## src/design/acq_cfg_pkg.sv

```systemverilog
package acq_cfg_pkg;

    // register map, printed offsets used as plain port addresses
    localparam logic [7:0] ACQ_CFG_ADDR = 8'h62;
    localparam logic [7:0] BAL_DLY_ADDR = 8'h63;
    localparam logic [7:0] IRQ_STATUS_ADDR = 8'h70;
    localparam logic [7:0] IRQ_MASK_ADDR = 8'h71;
    localparam logic [7:0] DIAG_STATE_ADDR = 8'h72;

    // acquisition_config fields
    localparam int STUCK_EN_BIT = 15;
    localparam int CAL_EN_BIT = 14;
    localparam int COMP_EN_BIT = 13;
    localparam int OSR_LSB = 11;
    localparam int THERMISTOR_BIAS_PIN_LSB = 9;
    localparam int GAIN_LSB = 6;
    localparam logic [15:0] ACQ_CFG_WMASK = 16'hffc0;
    localparam logic [15:0] ACQ_CFG_RESET = 16'h0000;
    localparam logic [15:0] BAL_DLY_RESET = 16'h0000;

    // scan configuration codes
    localparam logic [2:0] SCAN_COMP_ONLY = 3'h2;
    localparam logic [2:0] SCAN_BOTH = 3'h1;

    // converter stuck-test expected codes
    localparam logic [11:0] ZERO_SCALE_CODE = 12'h000;
    localparam logic [11:0] FULL_SCALE_CODE = 12'hfff;

    // interrupt status bit positions
    localparam int IRQ_ZS = 0;
    localparam int IRQ_FS = 1;
    localparam int IRQ_OV = 2;
    localparam int IRQ_UV = 3;

    // timing
    localparam int CLK_HZ = 200_000_000;
    localparam int STEP_US = 96;
    localparam int STEP_CYC = CLK_HZ / 1_000_000 * STEP_US;
    localparam int RATE_50_HZ = 1600;
    localparam int RATE_60_HZ = 1920;
    localparam int RATE_50_CYC = CLK_HZ / RATE_50_HZ;
    localparam int RATE_60_CYC = CLK_HZ / RATE_60_HZ;

    typedef enum logic [1:0] {
        DLY_IDLE = 2'b00,
        DLY_STEP = 2'b01,
        DLY_DONE = 2'b10
    } dly_state_t;

    typedef struct packed {
        logic start;
        logic [2:0] scan_cfg;
        logic done;
        logic [11:0] zero_code;
        logic [11:0] full_code;
        logic comp_upper_trip;
        logic comp_lower_trip;
    } seq_if_t;

    typedef struct packed {
        logic manual_req;
        logic pair_done;
        logic drive_sw_dis;
        logic [1:0] meas_setting;
        logic alt_mux;
    } bal_if_t;

    typedef struct packed {
        logic [15:0] acq_cfg;
        logic [15:0] bal_dly;
        logic [3:0] irq_status;
        logic [3:0] irq_mask;
        logic [15:0] rdata;
        logic stuck_test;
        logic comp_test;
        logic cal_apply;
        logic [1:0] osr_mode;
        logic osr_tick;
        logic [19:0] osr_cnt;
        logic thermistor_bias_pin_switch;
        logic [8:0] gain;
        dly_state_t dly_state;
        logic [7:0] dly_steps;
        logic [14:0] step_cnt;
        logic dly_busy;
        logic dly_done;
        logic irq;
    } state_t;

endpackage : acq_cfg_pkg

```

## src/design/acq_cfg.sv

```systemverilog
// The strobed register port was left to the implementer.
`timescale 1ns/1ps
// Behaviour
// - stuck-test enable runs converter zero/full test after every sequence except scan code 010.
// - converter test flags zero-scale if code not 000, full-scale if not fff.
// - calibration enable applies calibration to converter results only, never comparator.
// - comparator test enable tests comparator after scan codes 001 or 010.
// - comparator test flags over or under alert from bracketing threshold results.
// - rate field 00 feature-limited, 01 fixed 1.60kHz, 1x fixed 1.92kHz.
// - fixed rate paces converter and comparator scans only when oversampling above 000.
// - rate field 00 samples as fast as the sequencer allows.
// - thermistor bias: 0x closed during acquisition, 10 open, 11 closed.
// - gain field 000=4 up to 11x=256 V/V, default 4.
// - cell-path delay field is 96us per count before converter measurement.
// - manual balancing with switch-disable 1 and mux select 0 uses cell-path delay.
// - auto balancing pair with setting 1x and mux select 0 uses cell-path delay.
// - switch-path delay field is 96us per count before converter measurement.
// - manual balancing with switch-disable 1 and mux select 1 uses switch-path delay.
// - auto balancing pair with setting 1x and mux select 1 uses switch-path delay.
module acq_cfg
    import acq_cfg_pkg::*;
(
    input wire logic clk_i,
    input wire logic reset_n_i,
    input wire logic [7:0] addr_i,
    input wire logic [15:0] wdata_i,
    input wire logic wr_i,
    input wire logic rd_i,
    output logic [15:0] rdata_o,
    output logic irq_o,
    input wire seq_if_t seq_i,
    input wire logic acquiring_i,
    input wire logic [2:0] oversampling_setting_i,
    input wire bal_if_t bal_i,
    output logic stuck_test_o,
    output logic comp_test_o,
    output logic cal_apply_o,
    output logic [1:0] osr_mode_o,
    output logic osr_tick_o,
    output logic thermistor_bias_pin_o,
    output logic [8:0] gain_o,
    output logic dly_busy_o,
    output logic dly_done_o
);

    state_t s_r;
    state_t s_nxt;

    function automatic logic [8:0] gain_of(input logic [2:0] code);
        logic [8:0] g;
        g = 9'h004;
        if (code[2] && code[1]) begin
            g = 9'h100;
        end else begin
            g = 9'(9'h004 << code);
        end
        return g;
    endfunction : gain_of

    ////////////////////////////////////////////////////////////////////////////
    always_comb begin
        logic [3:0] set;
        logic [7:0] sel;
        logic use_sw;
        logic go;
        s_nxt = s_r;
        set = 4'h0;
        sel = 8'h00;
        use_sw = 1'b0;
        go = 1'b0;

        // register writes
        if (wr_i) begin
            if (addr_i == ACQ_CFG_ADDR) begin
                s_nxt.acq_cfg = wdata_i & ACQ_CFG_WMASK;
            end else if (addr_i == BAL_DLY_ADDR) begin
                s_nxt.bal_dly = wdata_i;
            end else if (addr_i == IRQ_MASK_ADDR) begin
                s_nxt.irq_mask = wdata_i[3:0];
            end
        end

        // reads, status cleared on read
        s_nxt.rdata = 16'h0000;
        if (rd_i) begin
            if (addr_i == ACQ_CFG_ADDR) begin
                s_nxt.rdata = s_r.acq_cfg;
            end else if (addr_i == BAL_DLY_ADDR) begin
                s_nxt.rdata = s_r.bal_dly;
            end else if (addr_i == IRQ_STATUS_ADDR) begin
                s_nxt.rdata = {12'h000, s_r.irq_status};
                s_nxt.irq_status = 4'h0;
            end else if (addr_i == IRQ_MASK_ADDR) begin
                s_nxt.rdata = {12'h000, s_r.irq_mask};
            end else if (addr_i == DIAG_STATE_ADDR) begin
                s_nxt.rdata = {14'h0000, s_r.dly_busy, s_r.thermistor_bias_pin_switch};
            end
        end

        ////////////////////////////////////////////////////////////////////////
        // end-of-sequence diagnostics
        s_nxt.stuck_test = 1'b0;
        s_nxt.comp_test = 1'b0;
        if (seq_i.done) begin
            if (s_r.acq_cfg[STUCK_EN_BIT] && seq_i.scan_cfg != SCAN_COMP_ONLY) begin
                s_nxt.stuck_test = 1'b1;
                set[IRQ_ZS] = seq_i.zero_code != ZERO_SCALE_CODE;
                set[IRQ_FS] = seq_i.full_code != FULL_SCALE_CODE;
            end
            if (s_r.acq_cfg[COMP_EN_BIT]
                    && (seq_i.scan_cfg == SCAN_BOTH || seq_i.scan_cfg == SCAN_COMP_ONLY)) begin
                s_nxt.comp_test = 1'b1;
                set[IRQ_OV] = seq_i.comp_upper_trip;
                set[IRQ_UV] = !seq_i.comp_lower_trip;
            end
        end
        // set wins over the read clear
        s_nxt.irq_status = s_nxt.irq_status | set;

        s_nxt.cal_apply = s_r.acq_cfg[CAL_EN_BIT];

        ////////////////////////////////////////////////////////////////////////
        // oversampling pace
        s_nxt.osr_mode = s_r.acq_cfg[OSR_LSB +: 2];
        s_nxt.osr_tick = 1'b0;
        if (s_r.acq_cfg[OSR_LSB +: 2] == 2'b00 || oversampling_setting_i == 3'h0) begin
            s_nxt.osr_cnt = 20'h00000;
            s_nxt.osr_tick = 1'b1;
        end else begin
            s_nxt.osr_cnt = s_r.osr_cnt + 20'h00001;
            if (s_r.acq_cfg[OSR_LSB + 1]) begin
                if (s_r.osr_cnt >= 20'(RATE_60_CYC - 1)) begin
                    s_nxt.osr_cnt = 20'h00000;
                    s_nxt.osr_tick = 1'b1;
                end
            end else if (s_r.osr_cnt >= 20'(RATE_50_CYC - 1)) begin
                s_nxt.osr_cnt = 20'h00000;
                s_nxt.osr_tick = 1'b1;
            end
        end

        // thermistor bias switch
        case (s_r.acq_cfg[THERMISTOR_BIAS_PIN_LSB +: 2])
            2'b10: s_nxt.thermistor_bias_pin_switch = 1'b0;
            2'b11: s_nxt.thermistor_bias_pin_switch = 1'b1;
            default: s_nxt.thermistor_bias_pin_switch = acquiring_i;
        endcase

        s_nxt.gain = gain_of(s_r.acq_cfg[GAIN_LSB +: 3]);

        ////////////////////////////////////////////////////////////////////////
        // balancing recovery delay
        if (bal_i.manual_req && bal_i.drive_sw_dis) begin
            go = 1'b1;
        end
        if (bal_i.pair_done && bal_i.meas_setting[1]) begin
            go = 1'b1;
        end
        use_sw = bal_i.alt_mux;
        sel = use_sw ? s_r.bal_dly[7:0] : s_r.bal_dly[15:8];

        s_nxt.dly_done = 1'b0;
        case (s_r.dly_state)
            DLY_IDLE: begin
                if (go) begin
                    s_nxt.dly_steps = sel;
                    s_nxt.step_cnt = 15'h0000;
                    s_nxt.dly_busy = 1'b1;
                    s_nxt.dly_state = (sel == 8'h00) ? DLY_DONE : DLY_STEP;
                end
            end
            DLY_STEP: begin
                if (s_r.step_cnt == 15'(STEP_CYC - 1)) begin
                    s_nxt.step_cnt = 15'h0000;
                    s_nxt.dly_steps = s_r.dly_steps - 8'h01;
                    if (s_r.dly_steps == 8'h01) begin
                        s_nxt.dly_state = DLY_DONE;
                    end
                end else begin
                    s_nxt.step_cnt = s_r.step_cnt + 15'h0001;
                end
            end
            DLY_DONE: begin
                s_nxt.dly_busy = 1'b0;
                s_nxt.dly_done = 1'b1;
                s_nxt.dly_state = DLY_IDLE;
            end
            default: s_nxt.dly_state = DLY_IDLE;
        endcase

        s_nxt.irq = |(s_nxt.irq_status & s_nxt.irq_mask);
    end

    ////////////////////////////////////////////////////////////////////////////
    always_ff @(posedge clk_i or negedge reset_n_i) begin
        if (!reset_n_i) begin
            s_r <= '{
                acq_cfg: ACQ_CFG_RESET,
                bal_dly: BAL_DLY_RESET,
                irq_status: 4'h0,
                irq_mask: 4'h0,
                rdata: 16'h0000,
                stuck_test: 1'b0,
                comp_test: 1'b0,
                cal_apply: 1'b0,
                osr_mode: 2'b00,
                osr_tick: 1'b0,
                osr_cnt: 20'h00000,
                thermistor_bias_pin_switch: 1'b0,
                gain: 9'h004,
                dly_state: DLY_IDLE,
                dly_steps: 8'h00,
                step_cnt: 15'h0000,
                dly_busy: 1'b0,
                dly_done: 1'b0,
                irq: 1'b0
            };
        end else begin
            s_r <= s_nxt;
        end
    end

    assign rdata_o = s_r.rdata;
    assign irq_o = s_r.irq;
    assign stuck_test_o = s_r.stuck_test;
    assign comp_test_o = s_r.comp_test;
    assign cal_apply_o = s_r.cal_apply;
    assign osr_mode_o = s_r.osr_mode;
    assign osr_tick_o = s_r.osr_tick;
    assign thermistor_bias_pin_o = s_r.thermistor_bias_pin_switch;
    assign gain_o = s_r.gain;
    assign dly_busy_o = s_r.dly_busy;
    assign dly_done_o = s_r.dly_done;

endmodule : acq_cfg

```

## config.mk

```make
export PLATFORM = sky130hd
export DESIGN_NAME = acq_cfg
export DESIGN_NICKNAME = d
export VERILOG_FILES = /design/src/design/acq_cfg_pkg.sv /design/src/design/acq_cfg.sv
export SDC_FILE = /design/constraint.sdc
export NUM_CORES = 1
export LEC_CHECK = 0
export BUFFER_PORTS_ARGS = -buffer_cell sky130_fd_sc_hd__buf_4
export CORE_MARGIN = 1.5
export CORE_UTILIZATION = 56
export CTS_CLUSTER_SIZE = 25
export DETAILED_ROUTE_END_ITERATION = 8
export PLACE_DENSITY = 0.81
export SLEW_MARGIN = 10
export SYNTH_ARGS = -nofsm -noshare
export SYNTH_HDL_FRONTEND = slang
export SYNTH_SLANG_ARGS = --single-unit
```

## constraint.sdc

```tcl
create_clock -name clk_i -period 2.3 [get_ports clk_i]
set_input_delay 0.115 -clock clk_i [delete_from_list [all_inputs] [get_ports clk_i]]
set_output_delay 0.115 -clock clk_i [all_outputs]
set_load 0.01 [all_outputs]
```

* After elaboration in Yosys (flattened, before gate mapping)
Cells that the tools add are included.
Storage, ports and cells: bits in registers 114, logic and storage cells 106, input bits 69, output and inout bits 35
Operators by class: eq/ne operators 18, bitwise operators 3, reductions and logical operators 22, magnitude comparators 2, shift-type cells 1, multiplexer cells 38, $add $sub $neg 3
Operators with widths (number):
- 2-to-1 mux 21 bit | 4
- 2-to-1 mux 16 bit | 3
- case mux 23 bit (2 select lines) | 1
- 2-to-1 mux 4 bit | 11
- == test 8 x 7 -> 1 bit, second input constant | 5
- greater-or-equal comparator 20 x 17 -> 1 bit, second input constant | 2
- 2-to-1 mux 26 bit | 1
- adder 20 x 1 -> 20 bit, second input constant | 1
- adder 15 x 1 -> 15 bit, second input constant | 1
- == test 15 bit, second input constant | 1
- 2-to-1 mux 15 bit | 1
- 2-to-1 mux 2 bit | 6
- != test 12 bit, second input constant | 1
- nonzero test 12 bit | 1
- 2-to-1 mux 10 bit | 1
- 2-to-1 mux 9 bit | 1
- AND reduction 3 bit | 3
- << shifter 3 x 3 -> 9 bit, first input constant | 1
- == test 8 x 1 -> 1 bit, second input constant | 1
- logical NOT 8 bit | 1
- 2-to-1 mux 8 bit | 1
- subtractor 8 x 1 -> 8 bit, second input constant | 1
- == test 2 bit, second input constant | 3
- != test 2 bit, second input constant | 3
- other kinds (18) | 32

* Logic depth before layout (Yosys ltp)
Gate-level depths: netlist of run 1.
depth after elaboration 8, gate-level depth with buffers 8

* Least setup slack after synthesis of run 1
No wires, ideal clock.
kind reg-to-reg, start register s_r[38] in the netlist's numbering, end register s_r[48] in the netlist's numbering, cell stages (with the launch flop) 8, setup slack 0.315 ns, setup time 0.070 ns, arrival 1.915 ns, required time 2.230 ns, clock period less this slack 1.985 ns, path through dfrtp_1 -> ha_1 -> a2111o_1 -> a211o_1 -> a21boi_2 -> o21ai_4 -> buf_12 -> nor2_2
RTL lines:
- from (decl) | RTL line acq_cfg.sv:46 | state_t s_r;
- from (signal assigned) | RTL line acq_cfg.sv:197 | s_r <= '{
- from (signal assigned) | RTL line acq_cfg.sv:219 | s_r <= s_nxt;

==> results of run 1 <==
Yosys cell counts (2+ instances only):
library cell,instances
sky130_fd_sc_hd__a211o_1,2
sky130_fd_sc_hd__a211oi_1,4
sky130_fd_sc_hd__a21o_1,2
sky130_fd_sc_hd__a21oi_1,13
sky130_fd_sc_hd__a22o_1,8
sky130_fd_sc_hd__a22oi_1,16
sky130_fd_sc_hd__a2bb2oi_1,2
sky130_fd_sc_hd__a31oi_1,5
sky130_fd_sc_hd__a41oi_1,4
sky130_fd_sc_hd__and2_1,4
sky130_fd_sc_hd__and3_1,6
sky130_fd_sc_hd__and3b_1,4
sky130_fd_sc_hd__buf_2,2
sky130_fd_sc_hd__buf_4,27
sky130_fd_sc_hd__clkbuf_1,9
sky130_fd_sc_hd__dfrtp_1,111
sky130_fd_sc_hd__ha_1,6
sky130_fd_sc_hd__inv_1,10
sky130_fd_sc_hd__mux2_2,36
sky130_fd_sc_hd__mux2i_1,10
sky130_fd_sc_hd__nand2_1,35
sky130_fd_sc_hd__nand2b_1,4
sky130_fd_sc_hd__nand3_1,19
sky130_fd_sc_hd__nand4_1,9
sky130_fd_sc_hd__nand4b_1,2
sky130_fd_sc_hd__nor2_1,36
sky130_fd_sc_hd__nor2_2,9
sky130_fd_sc_hd__nor2b_1,11
sky130_fd_sc_hd__nor3_1,13
sky130_fd_sc_hd__nor3b_1,4
sky130_fd_sc_hd__nor4_1,8
sky130_fd_sc_hd__o21ai_0,22
sky130_fd_sc_hd__o22ai_1,2
sky130_fd_sc_hd__o31a_1,2
sky130_fd_sc_hd__o31ai_1,3
sky130_fd_sc_hd__or3_1,2
sky130_fd_sc_hd__xnor2_1,5
sky130_fd_sc_hd__xor2_1,10
stage by stage:
step,worst slack [ns],instances,setup TNS [ns]
final,0.138,746,0
after global routing,-0.0152,746,-0.0752
after floorplan,0.315,509,0
after CTS,0.169,745,0
after detailed placement,0.191,706,0
after global placement,0.248,706,0
cell type report:
cell class,count,share of cell area (%)
Tap cell,129,2.43
Timing Repair Buffer,133,16.1
Clock inverter,5,0.698
Sequential cell,112,42.3
Clock buffer,11,2.13
Multi-Input combinational cell,346,35.8
Inverter,10,0.566
worst max-delay path: stages (launching register included):
cell                       delay, ns
sky130_fd_sc_hd__dfrtp_1        0.47
sky130_fd_sc_hd__ha_1           0.30
sky130_fd_sc_hd__a2111o_1       0.42
sky130_fd_sc_hd__a211o_1        0.31
sky130_fd_sc_hd__a21boi_2       0.23
sky130_fd_sc_hd__o21ai_2        0.21
sky130_fd_sc_hd__nor2_1         0.16
routing by layer:
metal  vias up  GRT usage (%)
li1       2004              -
met1      2122           32.2
met2       125           43.3
met3        24           5.27
met4         0           8.32
met5         -              0
path summary, 6_finish.rpt:
kind	cells after the start	slack, ns	to
worst max register to register	6	0.14	s_r[43]
worst min-delay path	3	0.06	s_r[87]
worst min register to register	0	0.44	cal_apply_o
worst max-delay path	6	0.14	s_r[43]
min in group asynchronous	2	0.23	s_r[21]
max in group asynchronous	3	1.40	thermistor_bias_pin_o
state kept, by name, indices dropped and copies added, names as in the netlist:
register,cells
osr_tick_o,1
stuck_test_o,1
cal_apply_o,1
irq_o,1
gain_o,7
dly_busy_o,1
osr_mode_o,2
rdata_o,16
thermistor_bias_pin_o,1
s_r,76
s_nxt,3
comp_test_o,1
dly_done_o,1
repair_timing:
action | in CTS | in global routing
setup buffers | 0 | 0
hold endpoints to repair | 67 | 0
hold buffers | 23 | 0
setup endpoints to repair | 0 | 1
logic make-up after synthesis:
kind of cell | count (synthesis)
multiplexers | 46
flip-flops | 112
adder cells (fa/ha/maj) | 6
buffers and inverters | 52
AND/OR/NAND/NOR | 177
AO/OA/AOI/OAI | 96
XOR/XNOR | 15
other | 1
power groups by stage:
| stage | sequential [mW] | combinational, mW | clock [mW] |
|---|---|---|---|
| 3_3_place_gp | 2.11 | 0.295 | 0 |
| 2_1_floorplan | 2.10 | 0.141 | 0 |
| 5_1_grt | 2.09 | 0.369 | 1.24 |
| 4_1_cts | 2.08 | 0.336 | 1.15 |
| 3_5_place_dp | 2.12 | 0.306 | 0 |
| 6_report | 2.08 | 0.336 | 1.12 |
==> qor_table.md, run 1 <==
| Item | Reported | Unit |
|---|---|---|
| Insertion delay of the later-clocked pin in the worst-skew pair | 0.38 | ns |
| Average detailed-routed wire length per instance | 16.5 | µm |
| Worst voltage drop across the vdd grid | 0.000411 | V |
| Seq pwr share | 58.7 | % |
| Most common cell after layout, fill and taps aside | sky130_fd_sc_hd__dfrtp_1 | - |
| Clock period minus final worst setup slack | 2.16 | ns |
| DIE WIDTH | 102 | µm |
| Clock Root Buffer | sky130_fd_sc_hd__clkbuf_8 | - |
| Top-Level Pins | 104 | - |
| Count of final hold-check violations | 0 | - |
| Arrival @ worst endpoint | 2.48 | ns |
| Yosys warns | 0 | - |
| Share of post-route cells with drive strength above 1 | 29.8 | % |
| Worst setup path start | s_r[38] | - |
| Standard cell core area | 0.00937 | mm² |
| Site Rows | 35 | - |
| Overflow after GRT | 0 | - |
| Slew at the pin closest to its max-slew limit | 0.700 | ns |
| Commonest cells after routing, fill and taps aside | sky130_fd_sc_hd__dfrtp_1, sky130_fd_sc_hd__buf_4, sky130_fd_sc_hd__nor2_1, sky130_fd_sc_hd__mux2_2, sky130_fd_sc_hd__nand2_1 | - |
| Fraction of power consumed by combinational cells | 9.5 | % |
| Length of routed met2 wiring | 6.52 | mm |
| Largest fanout of any net on the critical path | 9 | - |
| Synth area leader | sky130_fd_sc_hd__dfrtp_1 | - |
| Effective utilization at floorplan | 58.4 | % |
| Total net switching power | 872 | µW |
| Class of the tightest hold or removal check | input port to register | - |
| Synth cell types | 66 | - |
| Total Nets Final | 687 | - |
| Multiplexer area fraction after synthesis | 9.23 | % |
| Startpoint of the lowest-slack register-to-register path | s_r[38] | - |
| Maximum clock rate | 0.462 | GHz |
| Utilization after layout | 70.8 | % |
| Pin count of the biggest net entering global routing | 56 | - |
| Length of routed wiring on met1 | 5.07 | mm |
| Global-route usage over all layers | 25.2 | % |
| Startpoint type of the worst setup path | register | - |
| Pwr per Cell Area | 534 | mW/mm² |
| Via count | 4275 | - |
| Final Power | 3.54 | mW |
| Number of cells upsized or downsized after cts | 0 | - |
| Global-route wire length before repair | 20.3 | mm |
| Num Clock Sinks | 112 | - |
| Layout filler cell count | 700 | - |
| Total routed wirelength | 12.3 | mm |
| Number of global-route vias before repair | 4303 | - |
| Height of the die | 102 | µm |
| Worst setup EP type | register | - |
| GPL Wtd Cong | 0.849 | - |
| Yosys reg bits | 112 | - |
| Synth Cell Area | 0.00548 | mm² |
| Clock transition at path regs | 0.11 | ns |
| Run status | finished, final reports clean | - |
| TritonCTS clock tree | yes | - |
| Endpoint required time on the critical path | 2.62 | ns |
| Max Slew Vio Count | 0 | - |
| Final-report setup violation count | 0 | - |
| Pre-antenna DRT Iters | 5 | - |
| Top flip-flop cell by instance count after synthesis | sky130_fd_sc_hd__dfrtp_1 | - |
| Beginning of the worst hold path | seq_i[0] | - |
| Maximum level of the CTS H-tree | 3 | - |
| Routed wl met3 | 500 | µm |
| ANT cells | 0 | - |
| Number of cells produced by synthesis | 505 | - |
| Vias per Instance | 5.73 | - |
| Worst-case clock buffer depth | 2 | - |
| Async SR Flop Fraction | 100 | % |
| Final worst-path cycle share | 94.0 | % |
| Area fraction in and, or, nand and nor cells after synthesis | 17.5 | % |
| Number of antenna violations at the first check in global routing | 0 | - |
| Mean cell area of the mapped netlist | 10.8 | µm² |
| Number of synthesized flops with an enable pin | 0 | - |
| Largest cells by area after synthesis | sky130_fd_sc_hd__dfrtp_1, sky130_fd_sc_hd__mux2_2, sky130_fd_sc_hd__buf_4 | - |
| Category of the most critical setup path | register to register | - |
| Worst-case clock skew | 0.0108 | ns |
| Fraction of the mapped netlist area in compound gates | 12.3 | % |
| Dominant combinational cell family by area after synthesis | simple AND/OR/NAND/NOR gates | - |
| Num CTS Buffers | 9 | - |
| Parity-gate share of the synthesized area counting xor and xnor cells | 2.40 | % |
| Internal portion of total power | 2.67 | mW |
| Violation count after the first detailed-route iteration | 213 | - |
| Final ANT Viol Nets | 0 | - |
| Static leakage | 3.11 | nW |
| Worst slew margin | 52.9 | % |
| Final HPWL from detailed placement | 8.66 | mm |
| Area of the multi-input gates | 0.00237 | mm² |
| Switching power share of the total | 24.7 | % |
| Number of port buffers | 99 | - |
| Layout area overhead | 21.1 | % |
| # Max-Cap Violations | 0 | - |
| Worst hold slack across all endpoints | 0.0556 | ns |
| Adder and majority cell fraction of the synthesized area | 1.37 | % |
| Share of the synthesized area in the top cell type | 50.7 | % |
| Area taken by flip-flops and latches | 0.00280 | mm² |
| Sequential share of the synthesized area | 51.2 | % |
| Die Footprint | 0.0104 | mm² |
| Highest metal used | met4 | - |
| Final design instance area without fill | 0.00663 | mm² |
| Number of design rule violations left after detail routing | 0 | - |
| Clock share of power | 31.8 | % |
| Placed standard-cell area | 0.00620 | mm² |
Note: power is estimated with default switching activity, not from simulation.
==> run 2, diff against run 1 <==
- clock period: 2.3 -> 2.4 ns (I/O delays scaled with it)
==> qor_table.md, run 2 (synthesis results as in run 1) <==
| Item | Reported | Unit | Change |
|---|---|---|---|
| Run status | finished, final reports clean | - |  |
| Final-report setup violation count | 0 | - | unchanged |
| Total net switching power | 874 | µW | +0.21% |
| Maximum level of the CTS H-tree | 3 | - | unchanged |
| Category of the most critical setup path | register to register | - |  |
| Reg-to-reg endpoint | s_r[52] | - |  |
| Site Rows | 35 | - | unchanged |
| Fraction of power consumed by combinational cells | 9.4 | % | about the same |
| Global-route wire length before repair | 19.7 | mm | -3.1% |
| Slew at the pin closest to its max-slew limit | 0.698 | ns | -0.00168 ns |
| Clock Root Buffer | sky130_fd_sc_hd__clkbuf_8 | - |  |
| Number of antenna violations at the first check in global routing | 0 | - | unchanged |
| Endpoint required time on the critical path | 2.70 | ns | +0.08 ns |
| Beginning of the worst hold path | seq_i[26] | - |  |
| Pre-antenna DRT Iters | 4 | - | -1 |
| Worst slew margin | 53.0 | % | +0.11 points |
| Unrepaired setup endpoints after global routing | false | - |  |
| Seq pwr share | 58.3 | % | -0.4 points |
| Pwr per Cell Area | 515 | mW/mm² | -3.4% |
| Vias per Instance | 5.64 | - | -1.6% |
| GPL Wtd Cong | 0.838 | - | -1.3% |
| Flip-flop count of the largest register, all copies and words added | 76 | - | unchanged |
| Global-route usage over all layers | 24.4 | % | -0.84 points |
| DIE WIDTH | 102 | µm | unchanged |
| Area taken by flip-flops and latches | 0.00280 | mm² | unchanged |
| Startpoint type of the worst setup path | register | - |  |
| # Max-Cap Violations | 0 | - | unchanged |
| Clock share of power | 32.3 | % | +0.5 points |
| Num CTS Buffers | 9 | - | unchanged |
| Startpoint of the lowest-slack register-to-register path | s_r[38] | - |  |
| Share of post-route cells with drive strength above 1 | 29.9 | % | +0.097 points |
| Setup slack on the worst flop-to-flop path | 0.28 | ns | +0.14 ns |
| Number of port buffers | 99 | - | unchanged |
| Buffer count from post-CTS setup fixing | 0 | - | unchanged |
| Worst setup EP type | register | - |  |
| Worst-case clock skew | 0.0104 | ns | -0.000409 ns |
| Worst voltage drop across the vdd grid | 0.000478 | V | +16% |
| Final HPWL from detailed placement | 8.59 | mm | -0.81% |
| Standard cell core area | 0.00937 | mm² | unchanged |
| ANT cells | 0 | - | unchanged |
| Height of the die | 102 | µm | unchanged |
| Endpoint of the worst hold path | comp_test_o | - |  |
| Final Power | 3.41 | mW | -3.5% |
| Count of final hold-check violations | 0 | - | unchanged |
| Commonest cells after routing, fill and taps aside | sky130_fd_sc_hd__dfrtp_1, sky130_fd_sc_hd__buf_4, sky130_fd_sc_hd__nor2_1, sky130_fd_sc_hd__mux2_2, sky130_fd_sc_hd__nand2_1 | - |  |
| Total negative setup slack | 0 | ns | unchanged |
| Worst-case clock buffer depth | 2 | - | unchanged |
| TritonCTS clock tree | yes | - |  |
| Number of design rule violations left after detail routing | 0 | - | unchanged |
| Arrival @ worst endpoint | 2.42 | ns | -0.06 ns |
| Layout filler cell count | 692 | - | -1.1% |
| Clock transition at path regs | 0.10 | ns | about the same |
| Switching power share of the total | 25.6 | % | +0.95 points |
| Final ANT Viol Nets | 0 | - | unchanged |
| Worst reg-to-reg path cell count | 6 | - | unchanged |
| Top-Level Pins | 104 | - | unchanged |
| Hold Path Stages | 3 | - | unchanged |
| Total routed wirelength | 12.1 | mm | -1.5% |
| Final worst-path cycle share | 88.3 | % | -5.7 points |
| Pin count of the biggest net entering global routing | 51 | - | -8.9% |
| Violation count after the first detailed-route iteration | 190 | - | -11% |
| Effective utilization at floorplan | 58.4 | % | unchanged |
| Static leakage | 3.10 | nW | -0.10% |
| Max Slew Vio Count | 0 | - | unchanged |
| Insertion delay of the later-clocked pin in the worst-skew pair | 0.38 | ns | about the same |
| Overflow after GRT | 0 | - | unchanged |
| Largest fanout of any net on the critical path | 18 | - | +9 |
| Register bank with the most flops | s_r | - |  |
| Total Nets Final | 685 | - | -0.29% |
| Num Clock Sinks | 112 | - | unchanged |
| Most common cell after layout, fill and taps aside | sky130_fd_sc_hd__dfrtp_1 | - |  |
| Area of the multi-input gates | 0.00236 | mm² | -0.37% |
| Maximum clock rate | 0.472 | GHz | +2.0% |
| Average detailed-routed wire length per instance | 16.3 | µm | -1.3% |
| Number of global-route vias before repair | 4182 | - | -2.8% |
| Internal portion of total power | 2.54 | mW | -4.7% |
| Clock period minus final worst setup slack | 2.12 | ns | -0.0424 ns |
| Die Footprint | 0.0104 | mm² | unchanged |
| Class of the tightest hold or removal check | input port to register | - |  |
| Via count | 4196 | - | -1.8% |
| Layout area overhead | 21.0 | % |  |
[run 2: changes by cell type in the layout (fill, tap and decap cells not counted), sizes merged]
cell / previous run / this run
clkinv: 1 / 3
dlygate4sd3: 23 / 22
o21ai: 25 / 24
clkbuf: 11 / 9
[run 2: critical path, cell delays in order, from the launching register on]
cell and delay [ns]:
sky130_fd_sc_hd__dfrtp_1 0.47, sky130_fd_sc_hd__ha_1 0.29, sky130_fd_sc_hd__a2111o_1 0.42, sky130_fd_sc_hd__a211o_1 0.31, sky130_fd_sc_hd__a21boi_2 0.17, sky130_fd_sc_hd__o21ai_4 0.19, sky130_fd_sc_hd__a21oi_1 0.19
[run 2: repair_timing]
item | in CTS | in global routing
hold buffers | 22 | 0
gates resized for setup | 0 | 0
endpoints found under the hold margin | 78 | 0
endpoints found under the setup margin | 0 | 0
[run 2: power by group through the flow]
stage                     sequential, mW  combinational (mW)  clock [mW]
final                               1.99               0.320        1.10
after detailed placement            2.03               0.293           0
after floorplan                     2.01               0.135           0
after global placement              2.02               0.285           0
after global routing                2.00               0.352        1.19
after CTS                           1.99               0.322        1.13
[run 2: stage by stage]
stage | hold WS [ns] | utilization, % | std cells | cell area (µm²) | setup WS, ns
5_1_grt | 0.0196 | 70.7 | 744 | 6620 | 0.112
3_3_place_gp | 0.191 | 66.2 | 706 | 6200 | 0.344
2_1_floorplan | -0.176 | - | 509 | 5490 | 0.415
6_report | 0.0377 | 70.7 | 744 | 6620 | 0.280
4_1_cts | 0.0109 | 70.7 | 744 | 6620 | 0.256
3_5_place_dp | 0.191 | 66.2 | 706 | 6200 | 0.312
[run 2: worst max path at each step]
stage | endpoint | cells past startpoint | startpoint
6_report | s_r[52] | 6 | s_r[38]
5_1_grt | s_r[52] | 6 | s_r[38]
4_1_cts | s_r[52] | 6 | s_r[38]
3_5_place_dp | s_r[52] | 6 | s_r[38]
3_3_place_gp | s_r[45] | 4 | s_r[56]
2_1_floorplan | s_r[48] | 7 | s_r[38]
[run 2: metal layers]
metal	vias to the layer above	wire, µm	GRT usage (%)	part of all wire (%)
met4	0	153	6.11	1.3
met2	98	6430	42.8	53
met3	17	530	5.27	4.4
met1	2074	5020	31.0	41
li1	2007	-	-	-
met5	-	0	0	0
[run 2: layout make-up]
class                   instances  area share (%)
repair buffers                132            16.0
multi-input cells             345            35.7
flip-flops and latches        112            42.3
inverters                      10           0.567
well taps                     129            2.44
clock inverters                 7            1.13
clock buffers                   9            1.87
